<file path="src/sacc_pkg.sv">
// Package for the converter conversion-control block: register map, field positions,
// reset values and conversion timing in converter clock cycles.
// Assumes an APB slave with 32-bit data, one register per aligned word.
//
// Contract
// - Channel and reference apply only once enabled.
// - Prescaler runs while enabled, held reset otherwise.
// - Converter clock divided from CPU clock.
// - Ten-bit result, right or left aligned.
// - Low byte read locks result updates.
// - High byte read unlocks result updates.
// - Complete flag set even when result discarded.
// - Start bit starts, reads high, self-clears.
// - Channel change applies after current conversion.
// - Trigger rising edge resets prescaler, starts conversion.
// - Edges during conversion ignored, no level retrigger.
// - Trigger flags set regardless; software clears them.
// - Free running continues regardless of flag clearing.
// - Start bit works under auto trigger, reads busy.
// - Start-bit conversion begins next converter clock edge.
// - Normal conversion 13 cycles, first 25.
// - Hold at 1.5 normal, 13.5 first.
// - Completion writes result, sets flag, clears start.
// - Auto-trigger hold at 2, total 13.5.
// - Free running restarts immediately, start stays high.
// - Input select covers pins, ground, bandgap.
// - Selection tracks, freezes, resumes in last cycle.

`default_nettype none

package sacc_pkg;

  // --------------------------------------------------------------------------
  // Register map
  // --------------------------------------------------------------------------
  localparam logic [7:0] SACC_OFF_CTRL_A = 8'h00;
  localparam logic [7:0] SACC_OFF_CTRL_B = 8'h04;
  localparam logic [7:0] SACC_OFF_CHREF = 8'h08;
  localparam logic [7:0] SACC_OFF_RES_LO = 8'h0c;
  localparam logic [7:0] SACC_OFF_RES_HI = 8'h10;
  localparam logic [7:0] SACC_OFF_STATUS = 8'h14;

  // --------------------------------------------------------------------------
  // Field positions
  // --------------------------------------------------------------------------
  localparam int SACC_A_ENABLE = 7;
  localparam int SACC_A_START = 6;
  localparam int SACC_A_AUTO = 5;
  localparam int SACC_A_FLAG = 4;
  localparam int SACC_A_PWRRED = 3;
  localparam int SACC_CH_LEFT = 5;
  localparam int SACC_CH_REF_LSB = 6;
  localparam int SACC_TRIG_FREE = 0;

  localparam logic [7:0] SACC_RST_CTRL_A = 8'h08;
  localparam logic [7:0] SACC_RST_CHREF = 8'h00;

  // --------------------------------------------------------------------------
  // Timing in converter clock cycles (half cycles where a half is printed; trigger sync in CPU cycles)
  // --------------------------------------------------------------------------
  localparam int SACC_CONV_NORMAL = 13;
  localparam int SACC_CONV_FIRST = 25;
  localparam int SACC_HOLD_NORMAL_HALF = 3;
  localparam int SACC_HOLD_FIRST_HALF = 27;
  localparam int SACC_HOLD_AUTO_HALF = 4;
  localparam int SACC_CONV_AUTO_HALF = 27;
  localparam int SACC_TRIG_SYNC_CYCLES = 3;

endpackage

`default_nettype wire

</file>
<file path="src/sacc_ctrl.sv">
// Conversion control for a ten-bit successive-approximation converter: APB registers,
// prescaler, start and auto-trigger logic, sample-and-hold timing and result locking.
// Assumes the analog array delivers its ten-bit code when the conversion completes.

`default_nettype none

module sacc_ctrl
  import sacc_pkg::*;
#(
  parameter int NUM_TRIG = 8,
  parameter int NUM_PRESC = 8,
  parameter int PRESC_DIV_W = 8,
  parameter logic [8*PRESC_DIV_W-1:0] PRESC_DIVS = {8'h80, 8'h40, 8'h20, 8'h10,
                                                    8'h08, 8'h04, 8'h02, 8'h02}
) (
  input wire logic clock_i,
  input wire logic sys_rst_i,
  input wire logic psel_i,
  input wire logic penable_i,
  input wire logic pwrite_i,
  input wire logic [7:0] paddr_i,
  input wire logic [31:0] pwdata_i,
  output logic [31:0] prdata_o,
  output logic pready_o,
  output logic pslverr_o,
  input wire logic [NUM_TRIG-1:0] trigger_sources_i,
  input wire logic [9:0] conv_code_i,
  output logic [3:0] input_channel_select_o,
  output logic [1:0] reference_select_o,
  output logic analog_enable_o,
  output logic sample_hold_o,
  output logic conv_clk_en_o,
  output logic conversion_done_o
);

  // --------------------------------------------------------------------------
  // Registers
  // --------------------------------------------------------------------------
  logic converter_enable_q;
  logic start_conversion_q;
  logic auto_trigger_enable_q;
  logic conversion_complete_flag_q;
  logic converter_power_reduction_q;
  logic [2:0] prescaler_select_q;
  logic [2:0] trigger_source_select_q;
  logic [7:0] channel_reference_register_q;
  logic [7:0] chref_temp_q;
  logic [9:0] result_q;
  logic locked_q;
  logic busy_q;
  logic first_q;
  logic auto_conv_q;
  logic [5:0] half_cnt_q;
  logic [7:0] presc_cnt_q;
  logic conv_clk_en_q;
  logic trig_prev_q;
  logic [1:0] trig_sync_q;
  logic done_q;
  logic [7:0] result_high_byte;
  logic [7:0] result_low_byte;

  wire logic wr = psel_i && penable_i && pwrite_i;
  wire logic rd = psel_i && penable_i && !pwrite_i;
  wire logic start_wr = wr && paddr_i == SACC_OFF_CTRL_A && pwdata_i[SACC_A_START]
    && pwdata_i[SACC_A_ENABLE] && !pwdata_i[SACC_A_PWRRED] && !converter_power_reduction_q;

  assign pready_o = 1'b1;
  assign pslverr_o = 1'b0;

  // --------------------------------------------------------------------------
  // Prescaler
  // --------------------------------------------------------------------------
  logic [PRESC_DIV_W-1:0] div_sel;
  logic trig_fire;
  assign div_sel = PRESC_DIVS[prescaler_select_q*PRESC_DIV_W +: PRESC_DIV_W];

  // The prescaler is reset on a trigger so the delay to hold is fixed.
  always_ff @(posedge clock_i or posedge sys_rst_i) begin
    if (sys_rst_i) begin
      presc_cnt_q <= 8'h00;
      conv_clk_en_q <= 1'b0;
    end else if (!converter_enable_q || trig_fire) begin
      presc_cnt_q <= 8'h00;
      conv_clk_en_q <= 1'b0;
    end else if (presc_cnt_q >= 8'(div_sel - 1'b1)) begin
      presc_cnt_q <= 8'h00;
      conv_clk_en_q <= 1'b1;
    end else begin
      presc_cnt_q <= presc_cnt_q + 8'h01;
      conv_clk_en_q <= 1'b0;
    end
  end
  assign conv_clk_en_o = conv_clk_en_q;

  // --------------------------------------------------------------------------
  // Trigger synchronisation and edge detection
  // --------------------------------------------------------------------------
  logic trig_sel;
  assign trig_sel = (trigger_source_select_q == 3'(SACC_TRIG_FREE))
    ? conversion_complete_flag_q : trigger_sources_i[trigger_source_select_q];

  // Two sync stages plus the edge register make the three extra CPU cycles.
  always_ff @(posedge clock_i or posedge sys_rst_i) begin
    if (sys_rst_i) begin
      trig_sync_q <= 2'h0;
      trig_prev_q <= 1'b0;
    end else begin
      trig_sync_q <= {trig_sync_q[0], trig_sel};
      trig_prev_q <= trig_sync_q[1];
    end
  end

  logic free_run;
  assign free_run = trigger_source_select_q == 3'(SACC_TRIG_FREE);
  // Edges while busy are dropped; a held level gives no new edge.
  assign trig_fire = converter_enable_q && auto_trigger_enable_q && !free_run && !busy_q
    && trig_sync_q[1] && !trig_prev_q;

  // --------------------------------------------------------------------------
  // Conversion sequencer in half converter cycles
  // --------------------------------------------------------------------------
  logic [5:0] end_half;
  logic [5:0] hold_half;
  logic half_tick;
  logic conv_end;
  assign end_half = auto_conv_q ? 6'(SACC_CONV_AUTO_HALF)
    : first_q ? 6'(2*SACC_CONV_FIRST) : 6'(2*SACC_CONV_NORMAL);
  assign hold_half = auto_conv_q ? 6'(SACC_HOLD_AUTO_HALF)
    : first_q ? 6'(SACC_HOLD_FIRST_HALF) : 6'(SACC_HOLD_NORMAL_HALF);
  assign half_tick = conv_clk_en_q || presc_cnt_q == 8'(div_sel >> 1);
  assign conv_end = busy_q && half_tick && half_cnt_q + 6'h01 >= end_half;

  logic restart;
  assign restart = conv_end && auto_trigger_enable_q && free_run;

  always_ff @(posedge clock_i or posedge sys_rst_i) begin
    if (sys_rst_i) begin
      busy_q <= 1'b0;
      half_cnt_q <= 6'h00;
      auto_conv_q <= 1'b0;
      first_q <= 1'b1;
      sample_hold_o <= 1'b0;
    end else if (!converter_enable_q) begin
      busy_q <= 1'b0;
      half_cnt_q <= 6'h00;
      first_q <= 1'b1;
      sample_hold_o <= 1'b0;
    end else if (trig_fire) begin
      busy_q <= 1'b1;
      auto_conv_q <= 1'b1;
      half_cnt_q <= 6'h00;
      sample_hold_o <= 1'b0;
    end else if (conv_end) begin
      busy_q <= restart;
      first_q <= 1'b0;
      auto_conv_q <= 1'b0;
      half_cnt_q <= 6'h00;
      sample_hold_o <= 1'b0;
    end else if (!busy_q && start_conversion_q && conv_clk_en_q) begin
      busy_q <= 1'b1;
      auto_conv_q <= 1'b0;
      half_cnt_q <= 6'h00;
    end else if (busy_q && half_tick) begin
      half_cnt_q <= half_cnt_q + 6'h01;
      if (half_cnt_q + 6'h01 == hold_half) begin
        sample_hold_o <= 1'b1;
      end
    end
  end

  // --------------------------------------------------------------------------
  // Control register A and start bit
  // --------------------------------------------------------------------------
  always_ff @(posedge clock_i or posedge sys_rst_i) begin
    if (sys_rst_i) begin
      converter_enable_q <= 1'b0;
      auto_trigger_enable_q <= 1'b0;
      converter_power_reduction_q <= 1'b1;
      prescaler_select_q <= 3'h0;
      trigger_source_select_q <= 3'h0;
    end else if (wr && paddr_i == SACC_OFF_CTRL_A) begin
      converter_enable_q <= pwdata_i[SACC_A_ENABLE] && !pwdata_i[SACC_A_PWRRED];
      auto_trigger_enable_q <= pwdata_i[SACC_A_AUTO];
      converter_power_reduction_q <= pwdata_i[SACC_A_PWRRED];
      prescaler_select_q <= pwdata_i[2:0];
    end else if (wr && paddr_i == SACC_OFF_CTRL_B) begin
      trigger_source_select_q <= pwdata_i[2:0];
    end
  end

  always_ff @(posedge clock_i or posedge sys_rst_i) begin
    if (sys_rst_i) begin
      start_conversion_q <= 1'b0;
    end else if (start_wr || trig_fire) begin
      // Enable and start may arrive in one write, so the start outranks the old enable.
      start_conversion_q <= 1'b1;
    end else if (!converter_enable_q) begin
      start_conversion_q <= 1'b0;
    end else if (conv_end && !restart) begin
      start_conversion_q <= 1'b0;
    end
  end

  // Hardware set wins over a write-one clear in the same cycle.
  always_ff @(posedge clock_i or posedge sys_rst_i) begin
    if (sys_rst_i) begin
      conversion_complete_flag_q <= 1'b0;
    end else if (conv_end) begin
      conversion_complete_flag_q <= 1'b1;
    end else if (wr && paddr_i == SACC_OFF_CTRL_A && pwdata_i[SACC_A_FLAG]) begin
      conversion_complete_flag_q <= 1'b0;
    end
  end

  // --------------------------------------------------------------------------
  // Channel and reference selection through the temporary register
  // --------------------------------------------------------------------------
  always_ff @(posedge clock_i or posedge sys_rst_i) begin
    if (sys_rst_i) begin
      channel_reference_register_q <= SACC_RST_CHREF;
    end else if (wr && paddr_i == SACC_OFF_CHREF) begin
      channel_reference_register_q <= pwdata_i[7:0];
    end
  end

  logic in_last_cycle;
  assign in_last_cycle = half_cnt_q + 6'h02 >= end_half;

  always_ff @(posedge clock_i or posedge sys_rst_i) begin
    if (sys_rst_i) begin
      chref_temp_q <= SACC_RST_CHREF;
    end else if (converter_enable_q && (!busy_q || in_last_cycle)) begin
      chref_temp_q <= channel_reference_register_q;
    end
  end
  assign input_channel_select_o = chref_temp_q[3:0];
  assign reference_select_o = chref_temp_q[SACC_CH_REF_LSB +: 2];
  assign analog_enable_o = converter_enable_q;

  // --------------------------------------------------------------------------
  // Result and lock
  // --------------------------------------------------------------------------
  wire logic rd_lo = rd && paddr_i == SACC_OFF_RES_LO;
  wire logic rd_hi = rd && paddr_i == SACC_OFF_RES_HI;

  always_ff @(posedge clock_i or posedge sys_rst_i) begin
    if (sys_rst_i) begin
      locked_q <= 1'b0;
    end else if (rd_hi) begin
      locked_q <= 1'b0;
    end else if (rd_lo) begin
      locked_q <= 1'b1;
    end
  end

  always_ff @(posedge clock_i or posedge sys_rst_i) begin
    if (sys_rst_i) begin
      result_q <= 10'h000;
      done_q <= 1'b0;
    end else begin
      done_q <= conv_end;
      if (conv_end && !locked_q) begin
        result_q <= conv_code_i;
      end
    end
  end
  assign conversion_done_o = done_q;

  always_comb begin
    if (channel_reference_register_q[SACC_CH_LEFT]) begin
      result_high_byte = result_q[9:2];
      result_low_byte = {result_q[1:0], 6'h00};
    end else begin
      result_high_byte = {6'h00, result_q[9:8]};
      result_low_byte = result_q[7:0];
    end
  end

  // --------------------------------------------------------------------------
  // Read data
  // --------------------------------------------------------------------------
  always_ff @(posedge clock_i or posedge sys_rst_i) begin
    if (sys_rst_i) begin
      prdata_o <= 32'h0000_0000;
    end else if (psel_i && !penable_i && !pwrite_i) begin
      unique case (paddr_i)
        SACC_OFF_CTRL_A: prdata_o <= {24'h0, converter_enable_q, start_conversion_q,
          auto_trigger_enable_q, conversion_complete_flag_q, converter_power_reduction_q,
          prescaler_select_q};
        SACC_OFF_CTRL_B: prdata_o <= {29'h0, trigger_source_select_q};
        SACC_OFF_CHREF: prdata_o <= {24'h0, channel_reference_register_q};
        SACC_OFF_RES_LO: prdata_o <= {24'h0, result_low_byte};
        SACC_OFF_RES_HI: prdata_o <= {24'h0, result_high_byte};
        SACC_OFF_STATUS: prdata_o <= {29'h0, first_q, locked_q, busy_q};
        default: prdata_o <= 32'h0000_0000;
      endcase
    end
  end

endmodule

`default_nettype wire

</file>
<file path="config.mk">
export PLATFORM = sky130hd
export DESIGN_NAME = sacc_ctrl
export DESIGN_NICKNAME = d
export VERILOG_FILES = /design/src/sacc_pkg.sv /design/src/sacc_ctrl.sv
export SDC_FILE = /design/constraint.sdc
export NUM_CORES = 1
export LEC_CHECK = 0
export ABC_CLOCK_PERIOD_IN_PS = 5900
export BUFFER_PORTS_ARGS = -buffer_cell sky130_fd_sc_hd__buf_2
export CAP_MARGIN = 15
export CORE_UTILIZATION = 25
export DETAILED_ROUTE_END_ITERATION = 6
export GPL_ROUTABILITY_DRIVEN = 0
export PLACE_DENSITY = 0.52
export SLEW_MARGIN = 20
export SYNTH_ARGS = -nofsm -noshare
export SYNTH_HDL_FRONTEND = slang
export SYNTH_SLANG_ARGS = --single-unit
export TNS_END_PERCENT = 5
</file>
<file path="constraint.sdc">
create_clock -name clock_i -period 5.9 [get_ports clock_i]
set_input_delay 0.59 -clock clock_i [delete_from_list [all_inputs] [get_ports clock_i]]
set_output_delay 0.59 -clock clock_i [all_outputs]
set_load 0.01 [all_outputs]
</file>
Word level (Yosys, flattened, before mapping):

Cells that the tools add are included.

* bits in registers: 93
* bits of input ports: 63
* word-level logic and storage cells: 142
* output and inout bits: 44

* mux-type cells: 42
* shift-type cells: 1
* equality and inequality tests: 15
* reduce and logical (&&, ||, !) cells: 53
* $add $sub $neg: 4
* $lt $le $gt $ge: 4
* bitwise operators: 1

Operators with widths (count)
* $shiftx A64 B7 Y8 const A: 1
* $pmux W8 S6: 1
* $mux W6: 7
* $mux W8: 4
* $logic_and A1 B1 Y1: 30
* $mux W1: 27
* $eq A8 B4 Y1 const B: 2
* $eq A8 B5 Y1 const B: 2
* $ge A6 B6 Y1: 2
* $ne A4 B1 Y1 const B: 3
* $logic_not A1 Y1: 10
* $mux W5: 2
* $add A8 B1 Y8 const B: 1
* $eq A8 B3 Y1 const B: 1
* $eq A8 B7 Y1: 1
* $ge A8 B8 Y1: 1
* $logic_not A8 Y1: 1
* $sub A8 B1 Y8 const B: 1
* $add A6 B1 Y6 const B: 1
* $add A6 B2 Y6 const B: 1
* $eq A6 B5 Y1: 1
* $reduce_and A2 Y1: 3
* $ne A5 B1 Y1 const B: 1
* $logic_or A1 B1 Y1: 4
* 11 further kinds: 12

Depth between registers and ports, before layout:

Gate-level depths: netlist of the first run.

* depth in word-level cells: 12
* mapped depth: 10
* depth with buffers taken out: 9

Least setup slack after synthesis of the first run:

No wires, ideal clock.

* path kind: register to register
* start: register half_cnt_q[2]
* end: register result_q[0]
* library setup time: 0.125 ns
* stages on the path, launching flop included: 11
* buffers on the path: 1
* data required time: 5.775 ns
* period minus slack after synthesis: 2.578 ns
* data arrival time: 2.453 ns
* setup slack: 3.322 ns
* cells stage by stage: dfrtp_1 ha_1 nand2_1 xnor2_1 ha_1 o21a_1 o211a_1 nor2_1 or3_1 buf_6 mux2_4

* word-level cells in the longest chain between the ends: 4

RTL lines
* from (decl): RTL line sacc_ctrl.sv:53 `logic [5:0] half_cnt_q;`
* from (signal assigned): RTL line sacc_ctrl.sv:164 `half_cnt_q <= half_cnt_q + 6'h01;`
* $add A6 B1 Y6: RTL line sacc_ctrl.sv:131 `assign conv_end = busy_q && half_tick && half_cnt_q + 6'h01 >= end_half;`
* $ge A6 B6 Y1: RTL line sacc_ctrl.sv:131
* $logic_and A1 B1 Y1: RTL line sacc_ctrl.sv:131
* $logic_and A1 B1 Y1: RTL line sacc_ctrl.sv:262 `if (conv_end && !locked_q) begin`
* to (signal assigned): RTL line sacc_ctrl.sv:263 `result_q <= conv_code_i;`
* to (decl): RTL line sacc_ctrl.sv:48 `logic [9:0] result_q;`

No other way between the ends.
A chain may end at the register's enable or synchronous reset.

Final worst setup path of the first run:

* start: register half_cnt_q[2]
* end: register result_q[4]

The elaborated chain is that of the path after synthesis.

==> implementation parameters, run 1 <==
Parameter                              Value

Global route
  Largest net degree at the start of global routing    68
  Vias in the first global route    2,946
  Overall overflow remaining after global route    0
  First-pass GRT wire length    15.4 mm
  Global-route usage over all layers    12.1%
  Antenna violations before repair    0

Floorplanning
  Horizontal die dimension    129 µm
  Number of top-level pins    107
  Core Area    15,800 µm²
  Row count    46
  Die Footprint    16,700 µm²
  Vertical die dimension    129 µm
  Initial Util    25.6%

Power and ir drop
  Largest voltage drop on the vdd net    0.000136 V
  Power per unit of standard cell area    238 nW/µm²
  Leakage power    2.23 nW

STA
  Relative slew margins    42.0%
  Final Setup Violations    0
  Slew @ Worst Pin    0.870 ns
  Fin Hold WS    0.351 ns
  Total negative setup slack    0 ns
  Final worst clock skew    0.00735 ns
  Final worst path period share    56.9%
  Final Critical Period    3.36 ns
  RSZ-0062 raised after global routing    false
  Max-slew violation total from the final report    0
  Final count of hold timing violations    0
  Peak clock frequency supported by timing    298 MHz

Yosys
  Mean Syn Cell Area    10.2 µm²
  Synth unique cells    59
  Number of enable flip-flop cells after synthesis    0
  Async set-reset flop share out of synthesis    100%
  Primary flip-flop cell chosen by synthesis mapping    dfrtp_1
  Area of the mapped netlist    4050 µm²
  Share of synthesized cell area in full adder, half adder and majority cells    5.25%
  Number of cells produced by synthesis    397
  Leading cell types by total area after synthesis    dfrtp_1 (40%), mux2_2 (7.8%), ha_1 (5.3%)
  Share of the synthesized area in compound gates (AO/OA/AOI/OAI)    12.1%
  #FFs+latches synth    67
  Largest family of logic cells by synthesized area    simple AND/OR/NAND/NOR gates
  Multiplexer area fraction after synthesis    14.8%
  Area share of and/or/nand/nor cells after synthesis    15.2%
  Sequential fraction of the synthesis area    41.4%
  Cell accounting for the most synthesized area    dfrtp_1
  Total number of yosys warnings    0
  Post-Synth XOR/XNOR Area    3.03%
  Yosys top cell area share    40.1%

Setup path
  Worst R2R Path Depth    9
  Worst Setup SP    half_cnt_q[2]$_DFFE_PP0P_
  CP Data Required Time    6.12 ns
  Critical path capture point    result_q[4]$_DFFE_PP0P_
  Highest fanout seen on the critical path    10
  Startpoint of the lowest-slack register-to-register path    half_cnt_q[2]$_DFFE_PP0P_
  Path type of the worst setup path    flip-flop to flip-flop
  Worst r2r dst    result_q[4]$_DFFE_PP0P_
  Flop2flop setup slack    2.54 ns
  Crit path DAT    3.57 ns
  Worst setup SP type    flip-flop
  Sort of element at the end of the critical path    flip-flop

Final layout
  Sequential Area    1680 µm²
  Antenna cells    0
  Fraction of layout cells with a size suffix above 1    26.7%
  Final-layout fill cell count    1,657
  Top library cells by usage in the layout, fill and taps aside    dfrtp_1 (65), buf_2 (55), mux2_2 (28)
  Most common cell after layout, fill and taps aside    dfrtp_1
  Final net count    525
  Area growth from synthesis to layout    17.1%
  Area used by multi-input combinational logic    2140 µm²

Job
  Max Cap Viol    0

Detailed routing
  Routed Antenna Nets    0
  Via count of the routed design    3,093
  # DRC    0
  Wire length per cell    14.3 µm
  Final routed wirelength across all metal layers    9.53 mm
  Initial DRT Pass Iterations    6
  Drt first-iter violations    161
  Average vias per placed instance    4.64

Clock tree
  H-Tree Level Count    3
  Count of hold buffers inserted by post-cts repair    0
  Clock Sinks    67
  Clock root buffer master    clkbuf_16
  Number of buffers inserted to repair setup after CTS    0
  CTS tree    yes
  Buffer depth of the longest clock path    2
  Clock latency at the later pin of the worst-skew pair    0.34 ns
  Clock input transition at the sequential cells of the worst setup and hold paths    0.06 ns
  Post_cts resized    0
  Number of CTS-inserted buffers    9

Placed design
  Count of port buffers added during placement    55
  HPWL after detailed placement    7.00 mm

Outcome
  Status    complete, no violations

Min path
  Type of the worst min-delay path    flip-flop to flip-flop
power by group:
group / internal (mW) / switching [mW] / leakage (nW) / total (mW)
logic: 0.0242 / 0.0377 / 1.17 / 0.0619
clock network: 0.392 / 0.202 / 0.159 / 0.594
registers: 0.466 / 0.00725 / 0.900 / 0.473
cell families (layout without fill, tap and decap cells):
| family | Yosys count | count (layout) |
|---|---|---|
| XOR/XNOR | 14 | 14 |
| flip-flops | 67 | 67 |
| AO/OA/AOI/OAI | 72 | 72 |
| multiplexers | 49 | 49 |
| other | 2 | 26 |
| AND/OR/NAND/NOR | 121 | 121 |
| buffers and inverters | 55 | 84 |
| adder cells (fa/ha/maj) | 17 | 17 |
per-stage QoR:
step	setup slack, ns	area, µm²	util (%)	power, mW	instances
finish	2.54	4740	30.0	1.13	666
global route	2.40	4740	30.0	1.17	666
CTS	2.57	4740	30.0	1.14	666
floorplan	3.32	4140	-	0.531	421
global placement	2.61	4410	27.9	0.542	650
detailed placement	2.61	4410	27.9	0.544	650
worst min path at each step:
| stage | from | end | cells past startpoint |
|---|---|---|---|
| floorplan | trig_sync_q[0]$_DFF_PP0_ | trig_sync_q[1]$_DFF_PP0_ | 0 |
| finish | trig_sync_q[0]$_DFF_PP0_ | trig_sync_q[1]$_DFF_PP0_ | 0 |
| global placement | trig_sync_q[0]$_DFF_PP0_ | trig_sync_q[1]$_DFF_PP0_ | 0 |
| CTS | trig_sync_q[0]$_DFF_PP0_ | trig_sync_q[1]$_DFF_PP0_ | 0 |
| detailed placement | trig_sync_q[0]$_DFF_PP0_ | trig_sync_q[1]$_DFF_PP0_ | 0 |
| global route | trig_sync_q[0]$_DFF_PP0_ | trig_sync_q[1]$_DFF_PP0_ | 0 |
synthesized netlist by cell type (all sizes together), types with 2 or more instances:
master  instances
dfrtp          65
mux2           38
buf            33
nand2          27
nor2           26
nand3          22
o21ai          20
ha             17
a21oi          14
inv            12
clkbuf         10
mux2i           9
nor2b           8
nor3            8
xnor2           7
xor2            7
nand2b          5
a222oi          4
and3            4
nand3b          4
nor3b           4
o22ai           4
o31ai           4
a211oi          3
a21boi          3
a21o            3
nor4            3
or3             3
a32oi           2
conb            2
dfstp           2
mux4            2
o21a            2
o32a            2
o41ai           2
state kept, by name, summed over array words and instances, names as in the netlist, 2 cells and up:
signal	flops
result_q	10
chref_temp_q	6
presc_cnt_q	8
half_cnt_q	6
channel_reference_register_q	8
prdata_o	8
trig_sync_q	2
prescaler_select_q	3
trigger_source_select_q	3
critical path, cell delays in order, from the launching register on:
cell and delay [ns]:
dfrtp_1 0.46, ha_1 0.27, nand2_1 0.09, xnor2_1 0.32
ha_1 0.30, o21a_1 0.11, o211a_1 0.21, nor2_1 0.51
or3_1 0.62, mux2_4 0.35
per-layer routing:
metal,track usage [%],routed length (µm)
met4,4.22,124
met3,3.39,570
met2,18.0,4230
met5,0,0
met1,16.6,4610
layout make-up:
cell class | instances | area share (%)
multi-input combinational | 299 | 45.1
sequential | 67 | 35.4
clock buffer | 12 | 5.41
inverter | 12 | 0.950
timing repair buffer | 56 | 5.96
clock inverter | 4 | 1.53
tap | 216 | 5.70
(Power assumes the default switching activity.)
==> run 2, diff against run 1 <==
- ABC_CLOCK_PERIOD_IN_PS: 5900 -> 3300
- clock period: 5.9 -> 3.3 ns (I/O delays scaled with it)
==> run 2 against run 1 <==
  * Count of clock-buffer cells in the layout grew 2
  * Final cell count grew 0.60%
  * Critical path depth is 4 lower
  * Die area is the same
  * Global-route usage grew 0.18 points
  * Clock skew hardly changed
  * Fmax up 14%
  * Design area increased by 0.24%
  * Largest cell class unchanged
==> implementation parameters, run 2 (same netlist as run 1, synthesis figures left out) <==
Parameter                              Value

Final layout
  Fraction of layout cells with a size suffix above 1    27.1%
  Post-layout instance area    4750 µm²
  Top library cells by usage in the layout, fill and taps aside    dfrtp_1 (65), buf_2 (55), mux2_2 (28)
  Register bank with the most flops    result_q
  Area growth from synthesis to layout    17.4%
  Antenna cells    0
  Most common cell after layout, fill and taps aside    dfrtp_1
  Fin util    30.0%
  Final net count    529
  Flip-flop count of the largest register after layout    10

Clock tree
  Number of CTS-inserted buffers    9
  Clock input transition at the sequential cells of the worst setup and hold paths    0.06 ns
  Clock root buffer master    clkbuf_16
  CTS tree    yes
  Number of buffers inserted to repair setup after CTS    0
  Post_cts resized    0
  H-Tree Level Count    3
  Clock Sinks    67
  Clock latency at the later pin of the worst-skew pair    0.34 ns
  Buffer depth of the longest clock path    2
  Count of hold buffers inserted by post-cts repair    0

Power and ir drop
  Share of total power in the clock network    50.7%
  Power per unit of standard cell area    408 nW/µm²
  Power share of the combinational group    5.7%
  Switching share of total power    21.6%
  Net switching power    418 µW
  Fraction of power consumed by sequential logic    43.6%
  Leakage power    2.24 nW
  Largest voltage drop on the vdd net    0.000238 V
  Cell-internal power    1.52 mW
  Tot Pwr    1.94 mW

Setup path
  Worst Setup SP    prescaler_select_q[2]$_DFFE_PP0P_
  Flop2flop setup slack    0.36 ns
  Crit path DAT    3.15 ns
  Sort of element at the end of the critical path    flip-flop
  Worst setup SP type    flip-flop
  Critical path capture point    result_q[1]$_DFFE_PP0P_
  Path type of the worst setup path    flip-flop to flip-flop
  Buffers and inverters on the worst path    0
  Worst R2R Path Depth    5
  Worst r2r dst    result_q[1]$_DFFE_PP0P_
  Critical Path Max Stage Delay    0.65 ns
  Startpoint of the lowest-slack register-to-register path    prescaler_select_q[2]$_DFFE_PP0P_
  Count of cell instances traversed by the critical path    5
  Series of cell instances along the critical path    or2_2 > o32a_1 > o41a_1 > or3_1 > mux2_4
  Highest fanout seen on the critical path    15
  CP max stage cell    or3_1
  Largest delay contributor family on the critical path    simple AND/OR/NAND/NOR gates
  CP Data Required Time    3.52 ns

Floorplanning
  Initial Util    25.6%
  Horizontal die dimension    129 µm
  Vertical die dimension    129 µm
  Number of top-level pins    107
  Core Area    15,800 µm²
  Die Footprint    16,700 µm²
  Row count    46

Global route
  Largest net degree at the start of global routing    49
  Antenna violations before repair    0
  Overall overflow remaining after global route    0
  First-pass GRT wire length    15.6 mm
  Global-route usage over all layers    12.3%
  Vias in the first global route    2,930

STA
  Slew @ Worst Pin    0.861 ns
  RSZ-0062 raised after global routing    false
  Final count of hold timing violations    0
  Fin Hold WS    0.148 ns
  Max-slew violation total from the final report    0
  Final Setup Violations    0
  Relative slew margins    42.5%
  Peak clock frequency supported by timing    340 MHz
  Total negative setup slack    0 ns
  Final worst clock skew    0.00747 ns
  Final Critical Period    2.94 ns
  Final worst path period share    89.0%

Detailed routing
  Initial DRT Pass Iterations    7
  Drt first-iter violations    147
  Final routed wirelength across all metal layers    9.59 mm
  Routed Antenna Nets    0
  Wire length per cell    14.3 µm
  Average vias per placed instance    4.61
  Via count of the routed design    3,088
  # DRC    0

Min path
  Type of the worst min-delay path    primary input to async pin

Placed design
  HPWL after detailed placement    7.15 mm
  Placed cell areas    4440 µm²
  Count of port buffers added during placement    55

Outcome
  Status    complete, no violations

Job
  Max Cap Viol    0
-- run 2: cell count changes in the layout (fill, tap and decap cells not counted) --
cell / previous run / this run
buf_4: 1 / 5
bufinv_16: 2 / 1
clkbuf_1: 1 / 2
clkbuf_8: 2 / 3
clkinv_2: 1 / 2
clkinvlp_4: 1 / 0
inv_2: 3 / 2
-- run 2: worst min path at each step --
stage,from,to,cells after the start
6_report,sys_rst_i,presc_cnt_q[7]$_DFF_PP0_,2
5_1_grt,conv_code_i[6],result_q[6]$_DFFE_PP0P_,2
4_1_cts,conv_code_i[4],result_q[4]$_DFFE_PP0P_,2
3_5_place_dp,trig_sync_q[0]$_DFF_PP0_,trig_sync_q[1]$_DFF_PP0_,0
3_3_place_gp,trig_sync_q[0]$_DFF_PP0_,trig_sync_q[1]$_DFF_PP0_,0
2_1_floorplan,trig_sync_q[0]$_DFF_PP0_,trig_sync_q[1]$_DFF_PP0_,0
-- run 2: worst reg2reg max path, delay by kind of cell, from the launching register on --
kind / cells / cell delay, ns
and+or+nand+nor: 2 / 1.03
AOI/OAI and AO/OA: 2 / 0.85
DFF: 1 / 0.54
muxes: 1 / 0.39
-- run 2: routing by layer --
metal  vias up  track usage (%)  wire [µm]
met5         -                0          0
met4         0             2.70         90
met3         9             4.34        593
met2       104             17.9       4210
met1      1493             17.2       4690
li1       1482                -          -
-- run 2: power by group through the flow --
stage	Combinational [mW]	Sequential [mW]	Clock [mW]
final	0.111	0.847	0.984
after global placement	0.109	0.860	0
after detailed placement	0.112	0.860	0
after CTS	0.112	0.846	1.02
after global routing	0.126	0.848	1.05
after floorplan	0.0952	0.854	0
-- run 2: area by class of cell --
cell class	instances	area [µm²]
sequential	67	1680
fill	1674	11100
tap	216	270
clock buffer	14	274
clock inverter	2	35.0
multi-input combinational	299	2140
timing repair buffer	60	313
inverter	12	46.3
-- run 2: per-stage QoR --
stage / setup WS (ns) / cells
2_1_floorplan: 0.722 / 421
3_3_place_gp: 0.432 / 654
3_5_place_dp: 0.397 / 654
4_1_cts: 0.375 / 670
5_1_grt: 0.210 / 670
6_report: 0.362 / 670
==> run 3, diff against run 2 <==
- ABC_AREA: unset -> 1
==> run 3 against run 2 <==
  * Via count rose by 13%
  * Final cell count rose by 18%
  * Sequential power rose by 0.6%
  * Highest routed layer unchanged
==> implementation parameters, run 3 <==
Parameter                              Value

Outcome
  Status    complete, no violations

Clock tree
  Count of hold buffers inserted by post-cts repair    0
  H-Tree Level Count    3
  Buffer depth of the longest clock path    2
  CTS tree    yes
  Post_cts resized    0
  Clock input transition at the sequential cells of the worst setup and hold paths    0.05 ns
  Clock root buffer master    clkbuf_16
  Number of CTS-inserted buffers    9
  Number of buffers inserted to repair setup after CTS    0
  Clock Sinks    67
  Clock latency at the later pin of the worst-skew pair    0.34 ns

Setup path
  Worst setup SP type    flip-flop
  Startpoint of the lowest-slack register-to-register path    prescaler_select_q[1]$_DFFE_PP0P_
  Crit path DAT    2.80 ns
  Worst Setup SP    prescaler_select_q[1]$_DFFE_PP0P_
  Series of cell instances along the critical path    inv_1 > nand2_4 > ha_1 > a21oi_1 > nand3b_1 > ha_1 > a21oi_1 > o21ai_0 > a21oi_1 > nand2_1 > nor3b_1
  Highest fanout seen on the critical path    12
  Critical Path Max Stage Delay    0.60 ns
  CP max stage cell    dfrtp_1
  Path type of the worst setup path    flip-flop to flip-flop
  Sort of element at the end of the critical path    flip-flop
  CP Data Required Time    3.55 ns
  Most numerous cell on the critical path    a21oi_1

Final layout
  Flip-flop count of the largest register after layout    10
  Most common cell after layout, fill and taps aside    nand2_1
  Fraction of layout cells with a size suffix above 1    15.3%
  Sequential Area    1680 µm²
  Count of placed standard cells in the final layout, fillers left out    792
  Top library cells by usage in the layout, fill and taps aside    nand2_1 (133), inv_1 (65), dfrtp_1 (65)
  Area growth from synthesis to layout    17.9%
  Final-layout fill cell count    1,675
  Antenna cells    0
  Register bank with the most flops    result_q
  Final net count    656
  Post-layout instance area    4720 µm²
  Area used by multi-input combinational logic    1880 µm²

Yosys
  Async set-reset flop share out of synthesis    100%
  Post-Synth XOR/XNOR Area    1.75%
  Sequential fraction of the synthesis area    41.9%
  Yosys top cell area share    40.6%
  Area of the mapped netlist    4010 µm²
  Multiplexer area fraction after synthesis    0%
  Most numerous cell types in the synthesized netlist    nand2_1 (133), inv_1 (66), dfrtp_1 (65)
  Number of enable flip-flop cells after synthesis    0
  Mean Syn Cell Area    7.74 µm²
  Primary flip-flop cell chosen by synthesis mapping    dfrtp_1
  Cell accounting for the most synthesized area    dfrtp_1
  Total number of yosys warnings    0
  Synth unique cells    38
  Most frequently used cell type in the post-synthesis netlist    nand2_1
  Number of cells produced by synthesis    518
  #FFs+latches synth    67
  Area share of and/or/nand/nor cells after synthesis    24.6%
  Leading cell types by total area after synthesis    dfrtp_1 (41%), nand2_1 (12%), o21ai_0 (7.0%)
  Largest family of logic cells by synthesized area    simple AND/OR/NAND/NOR gates
  Share of the synthesized area in compound gates (AO/OA/AOI/OAI)    12.9%
  Share of synthesized cell area in full adder, half adder and majority cells    5.31%

Global route
  Overall overflow remaining after global route    0
  Global-route usage over all layers    13.4%
  First-pass GRT wire length    16.9 mm
  Antenna violations before repair    0
  Largest net degree at the start of global routing    30
  Vias in the first global route    3,404

Job
  Max Cap Viol    0

Floorplanning
  Core Area    15,400 µm²
  Row count    45
  Die Footprint    16,500 µm²
  Vertical die dimension    129 µm
  Horizontal die dimension    129 µm
  Initial Util    26.0%
  Number of top-level pins    107

Detailed routing
  Average vias per placed instance    4.39
  Initial DRT Pass Iterations    4
  Wire length per cell    12.7 µm
  Final routed wirelength across all metal layers    10.0 mm
  # DRC    0
  Drt first-iter violations    233
  Routed Antenna Nets    0
  Via count of the routed design    3,478

STA
  Final count of hold timing violations    0
  Final worst clock skew    0.00588 ns
  Final Setup Violations    0
  RSZ-0062 raised after global routing    false
  Max-slew violation total from the final report    0
  Fin Hold WS    0.0688 ns
  Final Critical Period    2.55 ns
  Slew @ Worst Pin    0.619 ns
  Relative slew margins    58.7%
  Peak clock frequency supported by timing    393 MHz
  Final worst path period share    77.2%
  Total negative setup slack    0 ns

Power and ir drop
  Leakage power    2.29 nW
  Power per unit of standard cell area    430 nW/µm²
  Largest voltage drop on the vdd net    0.000206 V
  Tot Pwr    2.03 mW

Placed design
  Count of port buffers added during placement    55
  HPWL after detailed placement    7.95 mm
  Placed Cells    776
  Placed cell areas    4400 µm²

Min path
  Type of the worst min-delay path    primary input to async pin
## run 3: cell types whose count changed after synthesis, moves of 5 or more
cell	change
nand2_1	+106
inv_1	+56
o21ai_0	+38
mux2_2	-28
mux2_4	-10
mux2i_1	-9
nand4_1	+8
nor2b_1	-8
clkbuf_1	-7
xnor2_1	-7
a21oi_1	+6
nand2b_1	-5
nand3_1	+5
nor2_1	+5
## run 3: stage by stage
stage | utilization (%) | worst slack, ns
final | 30.6 | 0.753
after global routing | 30.6 | 0.466
after CTS | 30.6 | 0.702
after detailed placement | 28.5 | 0.685
after global placement | 28.5 | 0.833
after floorplan | - | 1.19
## run 3: routing by layer
metal  share of wire [%]  vias to the layer above  GRT usage [%]  routed length, µm
li1                    -                     1763              -                  -
met1                  48                     1610           16.9               4770
met4                 2.0                        0           5.47                196
met5                   0                        -              0                  0
met2                  46                       92           21.5               4590
met3                 4.7                       13           3.62                466
## run 3: critical path, delay by kind of cell (launching register included)
family	cells	cell delay, ns
flip-flops	1	0.60
adder cells (fa/ha/maj)	2	0.47
AND/OR/NAND/NOR	4	0.74
buffers and inverters	1	0.22
AO/OA/AOI/OAI	4	0.43
## run 3: path summary, 6_finish.rpt
| check | cells past startpoint | slack [ns] | to |
|---|---|---|---|
| max | 11 | 0.75 | presc_cnt_q[4]$_DFF_PP0_ |
| min | 2 | 0.07 | chref_temp_q[3]$_DFFE_PP0P_ |
| max reg2reg | 11 | 0.75 | presc_cnt_q[4]$_DFF_PP0_ |
| min reg2reg | 0 | 0.35 | trig_sync_q[1]$_DFF_PP0_ |
| max in group asynchronous | 3 | 2.44 | converter_power_reduction_q$_DFFE_PP1P_ |
| min in group clock_i | 3 | 0.19 | result_q[3]$_DFFE_PP0P_ |
## run 3: report_power, final
part / internal [mW] / switching [mW] / total, mW
Clock: 0.701 / 0.359 / 1.06
Combinational: 0.0424 / 0.0785 / 0.121
Sequential: 0.838 / 0.0139 / 0.852
Total: 1.58 / 0.451 / 2.03
## run 3: cell type report
| class | instances | area share [%] |
|---|---|---|
| multi-input combinational | 371 | 39.9 |
| sequential | 67 | 35.5 |
| timing repair buffer | 59 | 6.46 |
| tap | 211 | 5.59 |
| inverter | 68 | 5.56 |
| clock buffer | 12 | 5.43 |
| clock inverter | 4 | 1.54 |
## run 3: logic make-up (layout without fill, tap and decap cells)
group / after synthesis / count (layout)
adder cells (fa/ha/maj): 17 / 17
AND/OR/NAND/NOR: 225 / 225
buffers and inverters: 104 / 143
XOR/XNOR: 8 / 8
other: 2 / 26
flip-flops: 67 / 67
AO/OA/AOI/OAI: 95 / 95
